File: config.mk
export PLATFORM = sky130hd
export DESIGN_NAME = pto_timer
export DESIGN_NICKNAME = d
export VERILOG_FILES = /design/src/rtl/pto_pkg.sv /design/src/rtl/pto_sync.sv /design/src/rtl/pto_axil.sv /design/src/rtl/pto_timer.sv
export VERILOG_INCLUDE_DIRS = /design/src /design/src/rtl
export SDC_FILE = /design/constraint.sdc
export NUM_CORES = 1
export LEC_CHECK = 0
export ABC_AREA = 1
export BUFFER_PORTS_ARGS = -buffer_cell sky130_fd_sc_hd__buf_4
export CORE_MARGIN = 2
export CORE_UTILIZATION = 40
export CTS_CLUSTER_DIAMETER = 100
export DETAILED_ROUTE_END_ITERATION = 8
export PLACE_DENSITY = 0.73
export SKIP_LAST_GASP = 1
export SYNTH_ARGS = -nofsm -noshare
export SYNTH_HDL_FRONTEND = slang
export SYNTH_SLANG_ARGS = --single-unit
File: constraint.sdc
create_clock -name clk_sys_i -period 2.53 [get_ports clk_sys_i]
set_input_delay 0.1265 -clock clk_sys_i [delete_from_list [all_inputs] [get_ports clk_sys_i]]
set_output_delay 0.1265 -clock clk_sys_i [all_outputs]
set_load 0.1 [all_outputs]
File: src/rtl/pto_params.svh
`ifndef PTO_PARAMS_SVH
`define PTO_PARAMS_SVH
// Register byte offsets
`define PTO_OFF_CTRL 12'h000
`define PTO_OFF_PERIOD 12'h004
`define PTO_OFF_WIDTH 12'h008
`define PTO_OFF_STATUS 12'h00c
`define PTO_OFF_COUNT 12'h010
// Control field positions
`define PTO_CTRL_RUN 0
`define PTO_CTRL_CLKSEL 1
`define PTO_CTRL_MODE_LO 8
`define PTO_CTRL_MODE_HI 12
// Mode encodings
`define PTO_MODE_GATE 5'h00
`define PTO_MODE_ONE_SW 5'h08
`define PTO_MODE_ONE_RISE 5'h09
`define PTO_MODE_ONE_FALL 5'h0a
`define PTO_MODE_ONE_BOTH 5'h0b
// Reset values
`define PTO_RST_PERIOD 8'hff
`define PTO_RST_WIDTH 8'h00
// Instruction clock ticks when the divider reaches this, giving the system clock divided by four
`define PTO_ICLK_DIV 2'h3
`endif

File: src/rtl/pto_pkg.sv
package pto_pkg;
   typedef enum logic [1:0] {
      PTO_IDLE = 2'b00,
      PTO_ARMED = 2'b01,
      PTO_RUN = 2'b10,
      PTO_DONE = 2'b11
   } pto_state_t;
endpackage : pto_pkg

File: src/rtl/pto_sync.sv
`timescale 1ns/1ps
// Two-stage synchroniser, advanced only on enable ticks of its domain
module pto_sync (
   input wire logic clk_sys_i, // System clock
   input wire logic srst_i, // Synchronous reset
   input wire logic tick_i, // Advance enable
   input wire logic d_i, // Asynchronous level
   output logic q_o // Synchronised level
);
   typedef struct packed {
      logic s1;
      logic s2;
   } pto_sync_t;
   pto_sync_t st_q;
   pto_sync_t st_d;
   always_comb begin
      st_d = st_q;
      if (tick_i) begin
         st_d.s1 = d_i;
         st_d.s2 = st_q.s1;
      end
   end
   always_ff @(posedge clk_sys_i) begin
      if (srst_i) begin
         st_q <= '0;
      end else begin
         st_q <= st_d;
      end
   end
   assign q_o = st_q.s2;
endmodule : pto_sync

File: src/rtl/pto_axil.sv
`timescale 1ns/1ps
`include "pto_params.svh"
// AXI4-Lite slave front end: latches AW and W independently, answers reads in one cycle and writes in two
module pto_axil (
   input wire logic clk_sys_i, // System clock
   input wire logic srst_i, // Synchronous reset
   input wire logic [11:0] s_axil_awaddr, // Write address
   input wire logic s_axil_awvalid, // Write address valid
   output logic s_axil_awready, // Write address ready
   input wire logic [31:0] s_axil_wdata, // Write data
   input wire logic [3:0] s_axil_wstrb, // Write strobes
   input wire logic s_axil_wvalid, // Write data valid
   output logic s_axil_wready, // Write data ready
   output logic [1:0] s_axil_bresp, // Write response
   output logic s_axil_bvalid, // Write response valid
   input wire logic s_axil_bready, // Write response ready
   input wire logic [11:0] s_axil_araddr, // Read address
   input wire logic s_axil_arvalid, // Read address valid
   output logic s_axil_arready, // Read address ready
   output logic [31:0] s_axil_rdata, // Read data
   output logic [1:0] s_axil_rresp, // Read response
   output logic s_axil_rvalid, // Read valid
   input wire logic s_axil_rready, // Read ready
   output logic wr_en_o, // Write pulse to register file
   output logic [11:0] wr_addr_o, // Write word address
   output logic [31:0] wr_data_o, // Write data
   output logic [3:0] wr_strb_o, // Write strobes
   input wire logic wr_ok_i, // Write address is mapped
   output logic [11:0] rd_addr_o, // Read address to register file
   input wire logic [31:0] rd_data_i, // Read data from register file
   input wire logic rd_ok_i // Read address is mapped
);
   typedef struct packed {
      logic aw_full;
      logic [11:0] aw_addr;
      logic w_full;
      logic [31:0] w_data;
      logic [3:0] w_strb;
      logic bvalid;
      logic [1:0] bresp;
      logic rvalid;
      logic [31:0] rdata;
      logic [1:0] rresp;
   } pto_axil_t;
   pto_axil_t st_q;
   pto_axil_t st_d;
   logic do_wr;
   assign s_axil_awready = !st_q.aw_full;
   assign s_axil_wready = !st_q.w_full;
   assign s_axil_arready = !st_q.rvalid;
   assign do_wr = st_q.aw_full && st_q.w_full && !st_q.bvalid;
   assign wr_en_o = do_wr && wr_ok_i;
   assign wr_addr_o = {st_q.aw_addr[11:2], 2'b00};
   assign wr_data_o = st_q.w_data;
   assign wr_strb_o = st_q.w_strb;
   assign rd_addr_o = {s_axil_araddr[11:2], 2'b00};
   always_comb begin
      st_d = st_q;
      if (s_axil_awvalid && !st_q.aw_full) begin
         st_d.aw_full = 1'b1;
         st_d.aw_addr = s_axil_awaddr;
      end
      if (s_axil_wvalid && !st_q.w_full) begin
         st_d.w_full = 1'b1;
         st_d.w_data = s_axil_wdata;
         st_d.w_strb = s_axil_wstrb;
      end
      if (do_wr) begin
         st_d.aw_full = 1'b0;
         st_d.w_full = 1'b0;
         st_d.bvalid = 1'b1;
         st_d.bresp = wr_ok_i ? 2'h0 : 2'h2;
      end
      if (st_q.bvalid && s_axil_bready) begin
         st_d.bvalid = 1'b0;
      end
      if (st_q.rvalid && s_axil_rready) begin
         st_d.rvalid = 1'b0;
      end
      if (s_axil_arvalid && !st_q.rvalid) begin
         st_d.rvalid = 1'b1;
         st_d.rdata = rd_ok_i ? rd_data_i : 32'h0000_0000;
         st_d.rresp = rd_ok_i ? 2'h0 : 2'h2;
      end
   end
   always_ff @(posedge clk_sys_i) begin
      if (srst_i) begin
         st_q <= '0;
      end else begin
         st_q <= st_d;
      end
   end
   assign s_axil_bvalid = st_q.bvalid;
   assign s_axil_bresp = st_q.bresp;
   assign s_axil_rvalid = st_q.rvalid;
   assign s_axil_rdata = st_q.rdata;
   assign s_axil_rresp = st_q.rresp;
endmodule : pto_axil

File: src/rtl/pto_timer.sv
// Design decisions made here: the register offsets and the AXI4-Lite interface to the registers.
`timescale 1ns/1ps
`include "pto_params.svh"
module pto_timer (
   input wire logic clk_sys_i, // System clock, 10 MHz
   input wire logic srst_i, // Synchronous reset, active high
   input wire logic timer_clock_input_i, // External timer clock pin
   input wire logic external_start_input_i, // External start pin
   input wire logic [11:0] s_axil_awaddr, // AXI write address
   input wire logic s_axil_awvalid, // AXI write address valid
   output logic s_axil_awready, // AXI write address ready
   input wire logic [31:0] s_axil_wdata, // AXI write data
   input wire logic [3:0] s_axil_wstrb, // AXI write strobes
   input wire logic s_axil_wvalid, // AXI write data valid
   output logic s_axil_wready, // AXI write data ready
   output logic [1:0] s_axil_bresp, // AXI write response
   output logic s_axil_bvalid, // AXI write response valid
   input wire logic s_axil_bready, // AXI write response ready
   input wire logic [11:0] s_axil_araddr, // AXI read address
   input wire logic s_axil_arvalid, // AXI read address valid
   output logic s_axil_arready, // AXI read address ready
   output logic [31:0] s_axil_rdata, // AXI read data
   output logic [1:0] s_axil_rresp, // AXI read response
   output logic s_axil_rvalid, // AXI read valid
   input wire logic s_axil_rready, // AXI read ready
   output logic [7:0] timer_count_o, // Current count
   output logic pwm_drive_o, // PWM pulse drive
   output logic pwm_period_start_o, // Period-start pulse to PWM
   output logic divided_match_output_o // Period match pulse
);
   // ==========================================
   // State
   // ==========================================
   typedef struct packed {
      logic run;
      logic clk_sel;
      logic [4:0] mode;
      logic [7:0] period_value;
      logic [7:0] pulse_width_value;
      logic [7:0] timer_count;
      logic pwm_drive;
      logic pset;
      logic match;
      logic [1:0] div;
      logic tclk_s3;
      logic ers_prev;
      logic run_d1;
      logic run_eff;
      pto_pkg::pto_state_t os_state;
   } pto_timer_t;
   pto_timer_t st_q;
   pto_timer_t st_d;
   logic wr_en;
   logic [11:0] wr_addr;
   logic [31:0] wr_data;
   logic [3:0] wr_strb;
   logic wr_ok;
   logic [11:0] rd_addr;
   logic [31:0] rd_data;
   logic rd_ok;
   logic tclk_sync;
   logic ers_sync_ext;
   logic ers_sync_int;
   logic run_sync_ext;
   logic iclk_tick;
   logic ext_tick;
   logic tick;
   logic run_in;
   logic ers_in;
   logic edge_hit;
   logic one_shot;
   logic edge_mode;
   logic at_period;
   // ==========================================
   // Bus slave
   // ==========================================
   pto_axil u_axil (
      .clk_sys_i(clk_sys_i),
      .srst_i(srst_i),
      .s_axil_awaddr(s_axil_awaddr),
      .s_axil_awvalid(s_axil_awvalid),
      .s_axil_awready(s_axil_awready),
      .s_axil_wdata(s_axil_wdata),
      .s_axil_wstrb(s_axil_wstrb),
      .s_axil_wvalid(s_axil_wvalid),
      .s_axil_wready(s_axil_wready),
      .s_axil_bresp(s_axil_bresp),
      .s_axil_bvalid(s_axil_bvalid),
      .s_axil_bready(s_axil_bready),
      .s_axil_araddr(s_axil_araddr),
      .s_axil_arvalid(s_axil_arvalid),
      .s_axil_arready(s_axil_arready),
      .s_axil_rdata(s_axil_rdata),
      .s_axil_rresp(s_axil_rresp),
      .s_axil_rvalid(s_axil_rvalid),
      .s_axil_rready(s_axil_rready),
      .wr_en_o(wr_en),
      .wr_addr_o(wr_addr),
      .wr_data_o(wr_data),
      .wr_strb_o(wr_strb),
      .wr_ok_i(wr_ok),
      .rd_addr_o(rd_addr),
      .rd_data_i(rd_data),
      .rd_ok_i(rd_ok)
   );
   // Status and count are read-only
   assign wr_ok = (wr_addr == `PTO_OFF_CTRL) ||
                  (wr_addr == `PTO_OFF_PERIOD) ||
                  (wr_addr == `PTO_OFF_WIDTH);
   always_comb begin
      rd_ok = 1'b1;
      rd_data = 32'h0000_0000;
      case (rd_addr)
         `PTO_OFF_CTRL: begin
            rd_data[`PTO_CTRL_RUN] = st_q.run;
            rd_data[`PTO_CTRL_CLKSEL] = st_q.clk_sel;
            rd_data[`PTO_CTRL_MODE_HI:`PTO_CTRL_MODE_LO] = st_q.mode;
         end
         `PTO_OFF_PERIOD: begin
            rd_data[7:0] = st_q.period_value;
         end
         `PTO_OFF_WIDTH: begin
            rd_data[7:0] = st_q.pulse_width_value;
         end
         `PTO_OFF_STATUS: begin
            rd_data[3:0] = {st_q.os_state, st_q.run_eff, st_q.pwm_drive};
         end
         `PTO_OFF_COUNT: begin
            rd_data[7:0] = st_q.timer_count;
         end
         default: begin
            rd_ok = 1'b0;
         end
      endcase
   end
   // ==========================================
   // Synchronisers
   // ==========================================
   pto_sync u_sync_tclk (
      .clk_sys_i(clk_sys_i),
      .srst_i(srst_i),
      .tick_i(1'b1),
      .d_i(timer_clock_input_i),
      .q_o(tclk_sync)
   );
   // One tick per rising pin edge
   assign ext_tick = tclk_sync && !st_q.tclk_s3;
   assign iclk_tick = (st_q.div == `PTO_ICLK_DIV);
   assign tick = st_q.clk_sel ? ext_tick : iclk_tick;
   // Run and start pass two timer clocks on the external clock
   pto_sync u_sync_run (
      .clk_sys_i(clk_sys_i),
      .srst_i(srst_i),
      .tick_i(ext_tick),
      .d_i(st_q.run),
      .q_o(run_sync_ext)
   );
   pto_sync u_sync_ers_ext (
      .clk_sys_i(clk_sys_i),
      .srst_i(srst_i),
      .tick_i(ext_tick),
      .d_i(external_start_input_i),
      .q_o(ers_sync_ext)
   );
   // Pin still needs the full two-flop guard on the instruction clock
   pto_sync u_sync_ers_int (
      .clk_sys_i(clk_sys_i),
      .srst_i(srst_i),
      .tick_i(1'b1),
      .d_i(external_start_input_i),
      .q_o(ers_sync_int)
   );
   assign run_in = st_q.clk_sel ? run_sync_ext : st_q.run_d1;
   assign ers_in = st_q.clk_sel ? ers_sync_ext : ers_sync_int;
   // ==========================================
   // Mode decode
   // ==========================================
   assign one_shot = (st_q.mode == `PTO_MODE_ONE_SW) ||
                     edge_mode;
   assign edge_mode = (st_q.mode == `PTO_MODE_ONE_RISE) || (st_q.mode == `PTO_MODE_ONE_FALL) ||
                      (st_q.mode == `PTO_MODE_ONE_BOTH);
   always_comb begin
      case (st_q.mode)
         `PTO_MODE_ONE_RISE: begin
            edge_hit = ers_in && !st_q.ers_prev;
         end
         `PTO_MODE_ONE_FALL: begin
            edge_hit = !ers_in && st_q.ers_prev;
         end
         `PTO_MODE_ONE_BOTH: begin
            edge_hit = ers_in != st_q.ers_prev;
         end
         default: begin
            edge_hit = 1'b0;
         end
      endcase
   end
   assign at_period = (st_q.timer_count == st_q.period_value);
   // ==========================================
   // Next state
   // ==========================================
   always_comb begin
      st_d = st_q;
      st_d.pset = 1'b0;
      st_d.match = 1'b0;
      st_d.tclk_s3 = tclk_sync;
      st_d.div = iclk_tick ? 2'h0 : st_q.div + 2'h1;
      // Run seen once per instruction period
      if (iclk_tick) begin
         st_d.run_d1 = st_q.run;
      end
      if (tick) begin
         st_d.ers_prev = ers_in;
         st_d.run_eff = run_in;
         if (!one_shot) begin
            st_d.os_state = pto_pkg::PTO_IDLE;
            if (run_in) begin
               if (at_period) begin
                  st_d.timer_count = 8'h00;
                  st_d.match = 1'b1;
                  st_d.pset = 1'b1;
                  st_d.pwm_drive = 1'b1;
               end else begin
                  st_d.timer_count = st_q.timer_count + 8'h01;
               end
               // Gate drive: set at wrap, off at width
               if (st_q.timer_count == st_q.pulse_width_value) begin
                  st_d.pwm_drive = 1'b0;
               end
            end
         end else begin
            case (st_q.os_state)
               pto_pkg::PTO_IDLE, pto_pkg::PTO_DONE: begin
                  st_d.timer_count = 8'h00;
                  // Software relaunch required each cycle
                  // Done holds until the cleared run gets through
                  if (!run_in) begin
                     st_d.os_state = pto_pkg::PTO_IDLE;
                  end else if (st_q.os_state == pto_pkg::PTO_IDLE) begin
                     if (edge_mode) begin
                        st_d.os_state = pto_pkg::PTO_ARMED;
                     end else begin
                        st_d.os_state = pto_pkg::PTO_RUN;
                        st_d.pwm_drive = 1'b1;
                        st_d.pset = 1'b1;
                     end
                  end
               end
               pto_pkg::PTO_ARMED: begin
                  // Needs run and a fresh edge
                  if (run_in && edge_hit) begin
                     st_d.os_state = pto_pkg::PTO_RUN;
                     st_d.pwm_drive = 1'b1;
                     st_d.pset = 1'b1;
                  end
               end
               pto_pkg::PTO_RUN: begin
                  if (!run_in) begin
                     // Count pauses, drive stays as is
                     if (edge_mode) begin
                        st_d.os_state = pto_pkg::PTO_ARMED;
                     end
                  end else if (at_period) begin
                     st_d.timer_count = 8'h00;
                     st_d.pwm_drive = 1'b0;
                     st_d.match = 1'b1;
                     st_d.os_state = pto_pkg::PTO_DONE;
                  end else begin
                     st_d.timer_count = st_q.timer_count + 8'h01;
                     if (st_q.timer_count + 8'h01 == st_q.pulse_width_value) begin
                        st_d.pwm_drive = 1'b0;
                     end
                  end
               end
               default: begin
                  st_d.os_state = pto_pkg::PTO_IDLE;
               end
            endcase
         end
      end
      // Hardware clear of run; a same-cycle software write wins, a fresh start on the instruction clock only (external clock stays in done)
      if (tick && one_shot && run_in && at_period && st_q.os_state == pto_pkg::PTO_RUN) begin
         st_d.run = 1'b0;
         st_d.run_d1 = 1'b0;
      end
      if (wr_en) begin
         case (wr_addr)
            `PTO_OFF_CTRL: begin
               if (wr_strb[0]) begin
                  st_d.run = wr_data[`PTO_CTRL_RUN];
                  st_d.clk_sel = wr_data[`PTO_CTRL_CLKSEL];
               end
               if (wr_strb[1]) begin
                  st_d.mode = wr_data[`PTO_CTRL_MODE_HI:`PTO_CTRL_MODE_LO];
               end
            end
            `PTO_OFF_PERIOD: begin
               if (wr_strb[0]) begin
                  st_d.period_value = wr_data[7:0];
               end
            end
            `PTO_OFF_WIDTH: begin
               if (wr_strb[0]) begin
                  st_d.pulse_width_value = wr_data[7:0];
               end
            end
            default: begin
               st_d.run = st_d.run;
            end
         endcase
      end
   end
   // Period leaves reset at full scale
   always_ff @(posedge clk_sys_i) begin
      if (srst_i) begin
         st_q <= '0;
         st_q.period_value <= `PTO_RST_PERIOD;
         st_q.pulse_width_value <= `PTO_RST_WIDTH;
         st_q.os_state <= pto_pkg::PTO_IDLE;
      end else begin
         st_q <= st_d;
      end
   end
   assign timer_count_o = st_q.timer_count;
   assign pwm_drive_o = st_q.pwm_drive;
   assign pwm_period_start_o = st_q.pset;
   assign divided_match_output_o = st_q.match;
endmodule : pto_timer

### After elaboration in Yosys (flattened, before gate mapping)

Cells that the tools add are included.

| cells by class | value |
|---|---|
| $add $sub $neg | 2 |
| equal/unequal tests | 28 |
| muxes and demuxes | 51 |
| bitwise logic cells | 1 |
| reduce and logical (&&, ||, !) cells | 48 |

Operators with widths:

| operator | number |
|---|---|
| $mux 8 | 5 |
| $mux 35 | 1 |
| $eq 10x2->1 const B | 3 |
| $mux 2 | 15 |
| $eq 8x8->1 | 3 |
| $logic_not 12->1 | 2 |
| $mux 23 | 1 |
| $mux 11 | 2 |
| $eq 10x1->1 const B | 2 |
| $eq 5x4->1 const B | 4 |
| $mux 9 | 2 |
| $logic_and 1x1->1 | 16 |
| $ne 4x4->1 const B | 4 |
| $pmux 8 s2 | 1 |
| $mux 13 | 1 |
| $mux 1 | 12 |
| $pmux 4 s3 | 1 |
| $reduce_and 3->1 | 4 |
| $reduce_or 2->1 | 6 |
| $eq 10x3->1 const B | 1 |
| $mux 5 | 2 |
| $pmux 2 s5 | 1 |
| $ne 3x3->1 const B | 3 |
| $reduce_and 9->1 | 1 |
| other kinds (22) | 37 |

| storage, ports and cells | value |
|---|---|
| register bits after elaboration | 117 |
| input port bits | 69 |
| output and inout port bits | 52 |

### Longest topological paths before layout

| depth | value |
|---|---|
| word-level depth | 12 |
| mapped depth | 17 |
| mapped depth without buffers | 17 |

### Cells and area by module

A second synthesis with hierarchy kept.

| unflattened totals | value |
|---|---|
| cell total of the unflattened synthesis | 1092 |
| area, all modules | 7460.9 sq um |

By module, submodules not included:

| module | instances | cells an instance | area each (sq um) | seq. area each (sq um) |
|---|---|---|---|---|
| pto_axil | 1 | 569 | 4152.7 | 1681.6 |
| pto_timer | 1 | 471 | 2972.9 | 840.8 |
| pto_sync | 4 | 13 | 83.8 | 40.0 |

### Worst setup path before layout

Ideal clock, no wire load.

| path | value |
|---|---|
| kind | flip-flop to flip-flop |
| from | register u_axil.st_q (netlist bit u_axil.s_axil_rvalid) |
| to | register u_axil.st_q (netlist bit u_axil.s_axil_rdata[10]) |
| setup time | 0.127 ns |
| arrival | 2.480 ns |
| path slack | -0.078 ns |
| cell stages (with the launch flop) | 7 |
| path buffers | 1 |
| clock period less this slack | 2.608 ns |
| cell sequence | dfxtp_1 > inv_1 > nand2_1 > inv_1 > clkbuf_1 > o21ai_0 > a21oi_1 |

| between the ends | value |
|---|---|
| cells in the longest elaborated chain, start to end | 2 |

Ends and longest elaborated chain:

| what | RTL line | RTL |
|---|---|---|
| start: declaration | pto_axil.sv:45 | `pto_axil_t st_q;` |
| start signal: assignment | pto_axil.sv:90 | `st_q <= st_d;` |
| $logic_not 1->1 | - |  |
| net s_axil_arready | pto_timer.sv:21 | `output logic s_axil_arready,` |
| $logic_and 1x1->1 | pto_axil.sv:80 | `if (s_axil_arvalid && !st_q.rvalid) begin` |

The timed path passes the listed nets, and every way through them passes these cells.
A chain may end at the register's enable or synchronous reset.

### Worst setup path in the final report

| path | value |
|---|---|
| from | register st_q[40] (netlist name) |
| to | register st_q (netlist bit pwm_drive_o) |

| between the ends | value |
|---|---|
| cells in the longest elaborated chain, start to end | 7 |
| elaborated cells on any way between the ends | 14 |
| those cells by class | 4 x eq/ne; 4 x mux; 6 x reduce/logical |

Ends and longest elaborated chain:

| what | RTL line | RTL |
|---|---|---|
| start: declaration | pto_timer.sv:51 | `pto_timer_t st_q;` |
| start signal: assignment | pto_timer.sv:321 | `st_q <= st_d;` |
| $mux 1 | pto_timer.sv:174 | `assign ers_in = st_q.clk_sel ? ers_sync_ext : ers_sync_int;` |
| $logic_not 1->1 | pto_timer.sv:188 | `edge_hit = !ers_in && st_q.ers_prev;` |
| $logic_and 1x1->1 | pto_timer.sv:188 |  |
| $pmux 1 s3 | pto_timer.sv:183 | `case (st_q.mode)` |
| $logic_and 1x1->1 | pto_timer.sv:251 | `if (run_in && edge_hit) begin` |
| $ne 3x3->1 (no source line) | - |  |
| $reduce_and 9->1 (no source line) (*) | - |  |

Every way passes the cells marked *; elsewhere a longest branch is shown, timed or not.

==> impl_results.md <==
- Post_cts resized: 0
- Yosys warnings: 0
- Data arrival, critical path: 2.34 ns
- Ports: 121
- Clock Tree Buf Depth: 2
- Initial antenna violation count: 0
- Placement Rows: 41
- Total CTS buffers: 9
- Tmin final: 2.106 ns
- Post-synth cell types: 40
- Final TNS setup: 0 ns
- Most frequent cell after synthesis: nand2_1
- Total congestion overflow: 0
- Cells after Synth: 737
- Max-slew headroom at the worst pin: 61.64%
- Clk network pwr share: 41.8%
- Max FO, Critical Path: 5
- Initial Util: 40.70%
- R2r worst-path depth: 16
- Max-Cap Viols: 0
- Leak Pwr: 2.681 nW
- Req. time, crit path: 2.77 ns
- Worst hold slack: 0.007422 ns
- Layout Skew: 0.006929 ns
- Number of synthesized register bits: 94
- # nets final: 860
- Cell Area, Synth: 5095 sq um
- Worst Hold Depth: 3
- Cell-internal power: 2.604 mW
- CTS H-tree depth: 3
- CTS root buf: clkbuf_16
- Drt pass-1 iters: 5
- Commonest cells post-synth: nand2_1 (150), dfxtp_1 (94), nor2_1 (90)
- Comb pwr share: 15.0%
- Final Max Tran Viols: 0
- Ys flop type: dfxtp_1
- DRC violations left: 0
- Switching power: 1.053 mW
- RD Place Congestion: 0.8676
- Port Buffer Count: 74
- CP Class: register to register
- Die extent in y: 116.9 um
- Wire per inst: 12.41 um
- Main area contributors after synthesis: dfxtp_1 (37%), nand2_1 (11%), buf_4 (6.9%)
- GRT Total Usage: 18.18%
- Ys async rst share: 0%
- Vias: 4609
- Actual slew at the worst max-slew pin: 0.5710 ns
- Seq/Total Area, Yosys: 36.94%
- Area Growth Syn to Fin: 15.69%
- Die footprint: 13660 sq um
- Max Clock Freq: 474.9 MHz
- Clock slew at the register clock pins of the worst setup and hold paths: 0.07 ns
- Setup Viol. Count Final: 0
- Crit end category: register
- Yosys top cell by area: dfxtp_1
- Drt total wl: 11910 um
- First-pass GRT wire length: 19720 um
- TritonCTS clock tree: yes
- Starting DRT DRC Count: 312
- Core ar.: 12520 sq um
- Clock sinks: 94
- Synth top area share: 36.94%
- Max VDD drop: 0.2973 mV
- Syn avg cell area: 6.913 sq um
- Post-synth EDFFs: 0
- Chip width: 116.9 um
- Part of the power in registers: 43.2%
- Clock latency on the worst-skew pair: 0.34 ns
- Crit path launch type: register
- Post-route ant nets: 0
- Switching share of power: 28.79%
- Final-layout fill cell count: 1250
- Number of diodes: 0
- Vias in the first global route: 4122
- Status: completed
- Class of the worst hold path: input port to register
- Via-to-Cell Ratio: 4.801
- Largest net degree at the start of global routing: 40
- Final worst-path cycle share: 83.22%
- Post-DP HPWL: 8798 um
- Layout cell share with drive strength beyond 1: 18.40%
- Final Hold Vio Count: 0
- RSZ-0062 raised after global routing: no
- Pwr dens: 620.5 nW/um^2
## worst paths after layout
path / startpoint / end / slack [ns]
worst min-delay path: s_axil_wdata[4] / u_axil.wr_data_o[4] / 0.007
worst max register to register: st_q[40] / pwm_drive_o / 0.42
worst min register to register: u_sync_ers_int.st_q[1] / u_sync_ers_int.q_o / 0.40
worst max-delay path: st_q[40] / pwm_drive_o / 0.42
## stage by stage
stage	util (%)	power (mW)	instance area [sq um]	cells	setup slack [ns]
after floorplan	-	2.065	5175	757	0.3023
after global placement	44.29	2.153	5544	943	0.4659
after detailed placement	44.29	2.160	5544	943	0.4577
after CTS	47.09	3.680	5894	960	0.4435
after global routing	47.09	3.785	5894	960	0.2461
final	47.09	3.657	5894	960	0.4245
## cell usage in the layout, fill, tap and decap left out, types with 6 or more instances in the layout
cell and count:
a21oi_1 48, buf_4 79, clkbuf_16 9, conb_1 21, dfxtp_1 93, ha_1 8
inv_1 70, inv_2 14, nand2_1 150, nand2_2 9, nand3_1 26, nand4_1 16
nor2_1 90, nor2_2 7, nor3_1 18, o21ai_0 70, o21ai_1 6, xor2_1 7
## worst max-delay path, cell delays in order (launching register included)
cell and delay, ns:
dfxtp_1 0.42, inv_2 0.08, or2_2 0.27, o21ai_0 0.11, ha_1 0.27, nand2_1 0.06
inv_1 0.04, nor2_1 0.07, nand2_1 0.06, nand2_1 0.06, nand2_1 0.06, nand2_1 0.11
nand3_2 0.09, nor2_2 0.08, nand2_1 0.07, nor2_1 0.09, nor2_1 0.05
## power by group through the flow
stage | Clock [mW] | Combinational, mW | Sequential (mW)
floorplan | 0 | 0.450 | 1.61
global placement | 0 | 0.542 | 1.61
detailed placement | 0 | 0.547 | 1.61
CTS | 1.55 | 0.551 | 1.58
global route | 1.60 | 0.596 | 1.59
finish | 1.53 | 0.550 | 1.58
## registers in the layout, summed over array words and instances, names as in the netlist, 2 cells and up
name and cells:
u_axil.wr_addr_o 10, st_q 31, u_axil.st_q 2, u_axil.wr_strb_o 2, u_axil.s_axil_rdata 13, u_axil.wr_data_o 13, timer_count_o 8
## cell type report
class | count | area (sq um) | share of cell area (%)
well taps | 172 | 215.2 | 3.651
clock inverters | 5 | 87.58 | 1.486
flip-flops and latches | 94 | 1883 | 31.95
repair buffers | 80 | 603.1 | 10.23
inverters | 87 | 330.3 | 5.604
multi-input cells | 511 | 2522 | 42.79
clock buffers | 11 | 252.7 | 4.288
## logic make-up after synthesis
| logic type | Yosys count | synth area share (%) |
|---|---|---|
| simple gates | 333 | 29.67 |
| buf+inv | 152 | 15.03 |
| compound gates | 138 | 14.44 |
| flops | 94 | 36.94 |
| xor+xnor | 11 | 1.891 |
| fa+ha+maj | 8 | 1.965 |
| other cells | 1 | 0.07360 |
## routing by layer
layer	GRT usage (%)	up-vias	share of wire (%)
met5	0	-	0
met3	3.141	17	6.4
li1	-	2398	-
met4	5.725	0	1.4
met2	28.86	149	43
met1	25.28	2045	49
## what timing repair did
item	4_1_cts	5_1_grt
hold buffers	1	0
setup buffers	0	0
hold endpoints to repair	1	0
Note: power is estimated with default switching activity, not from simulation.
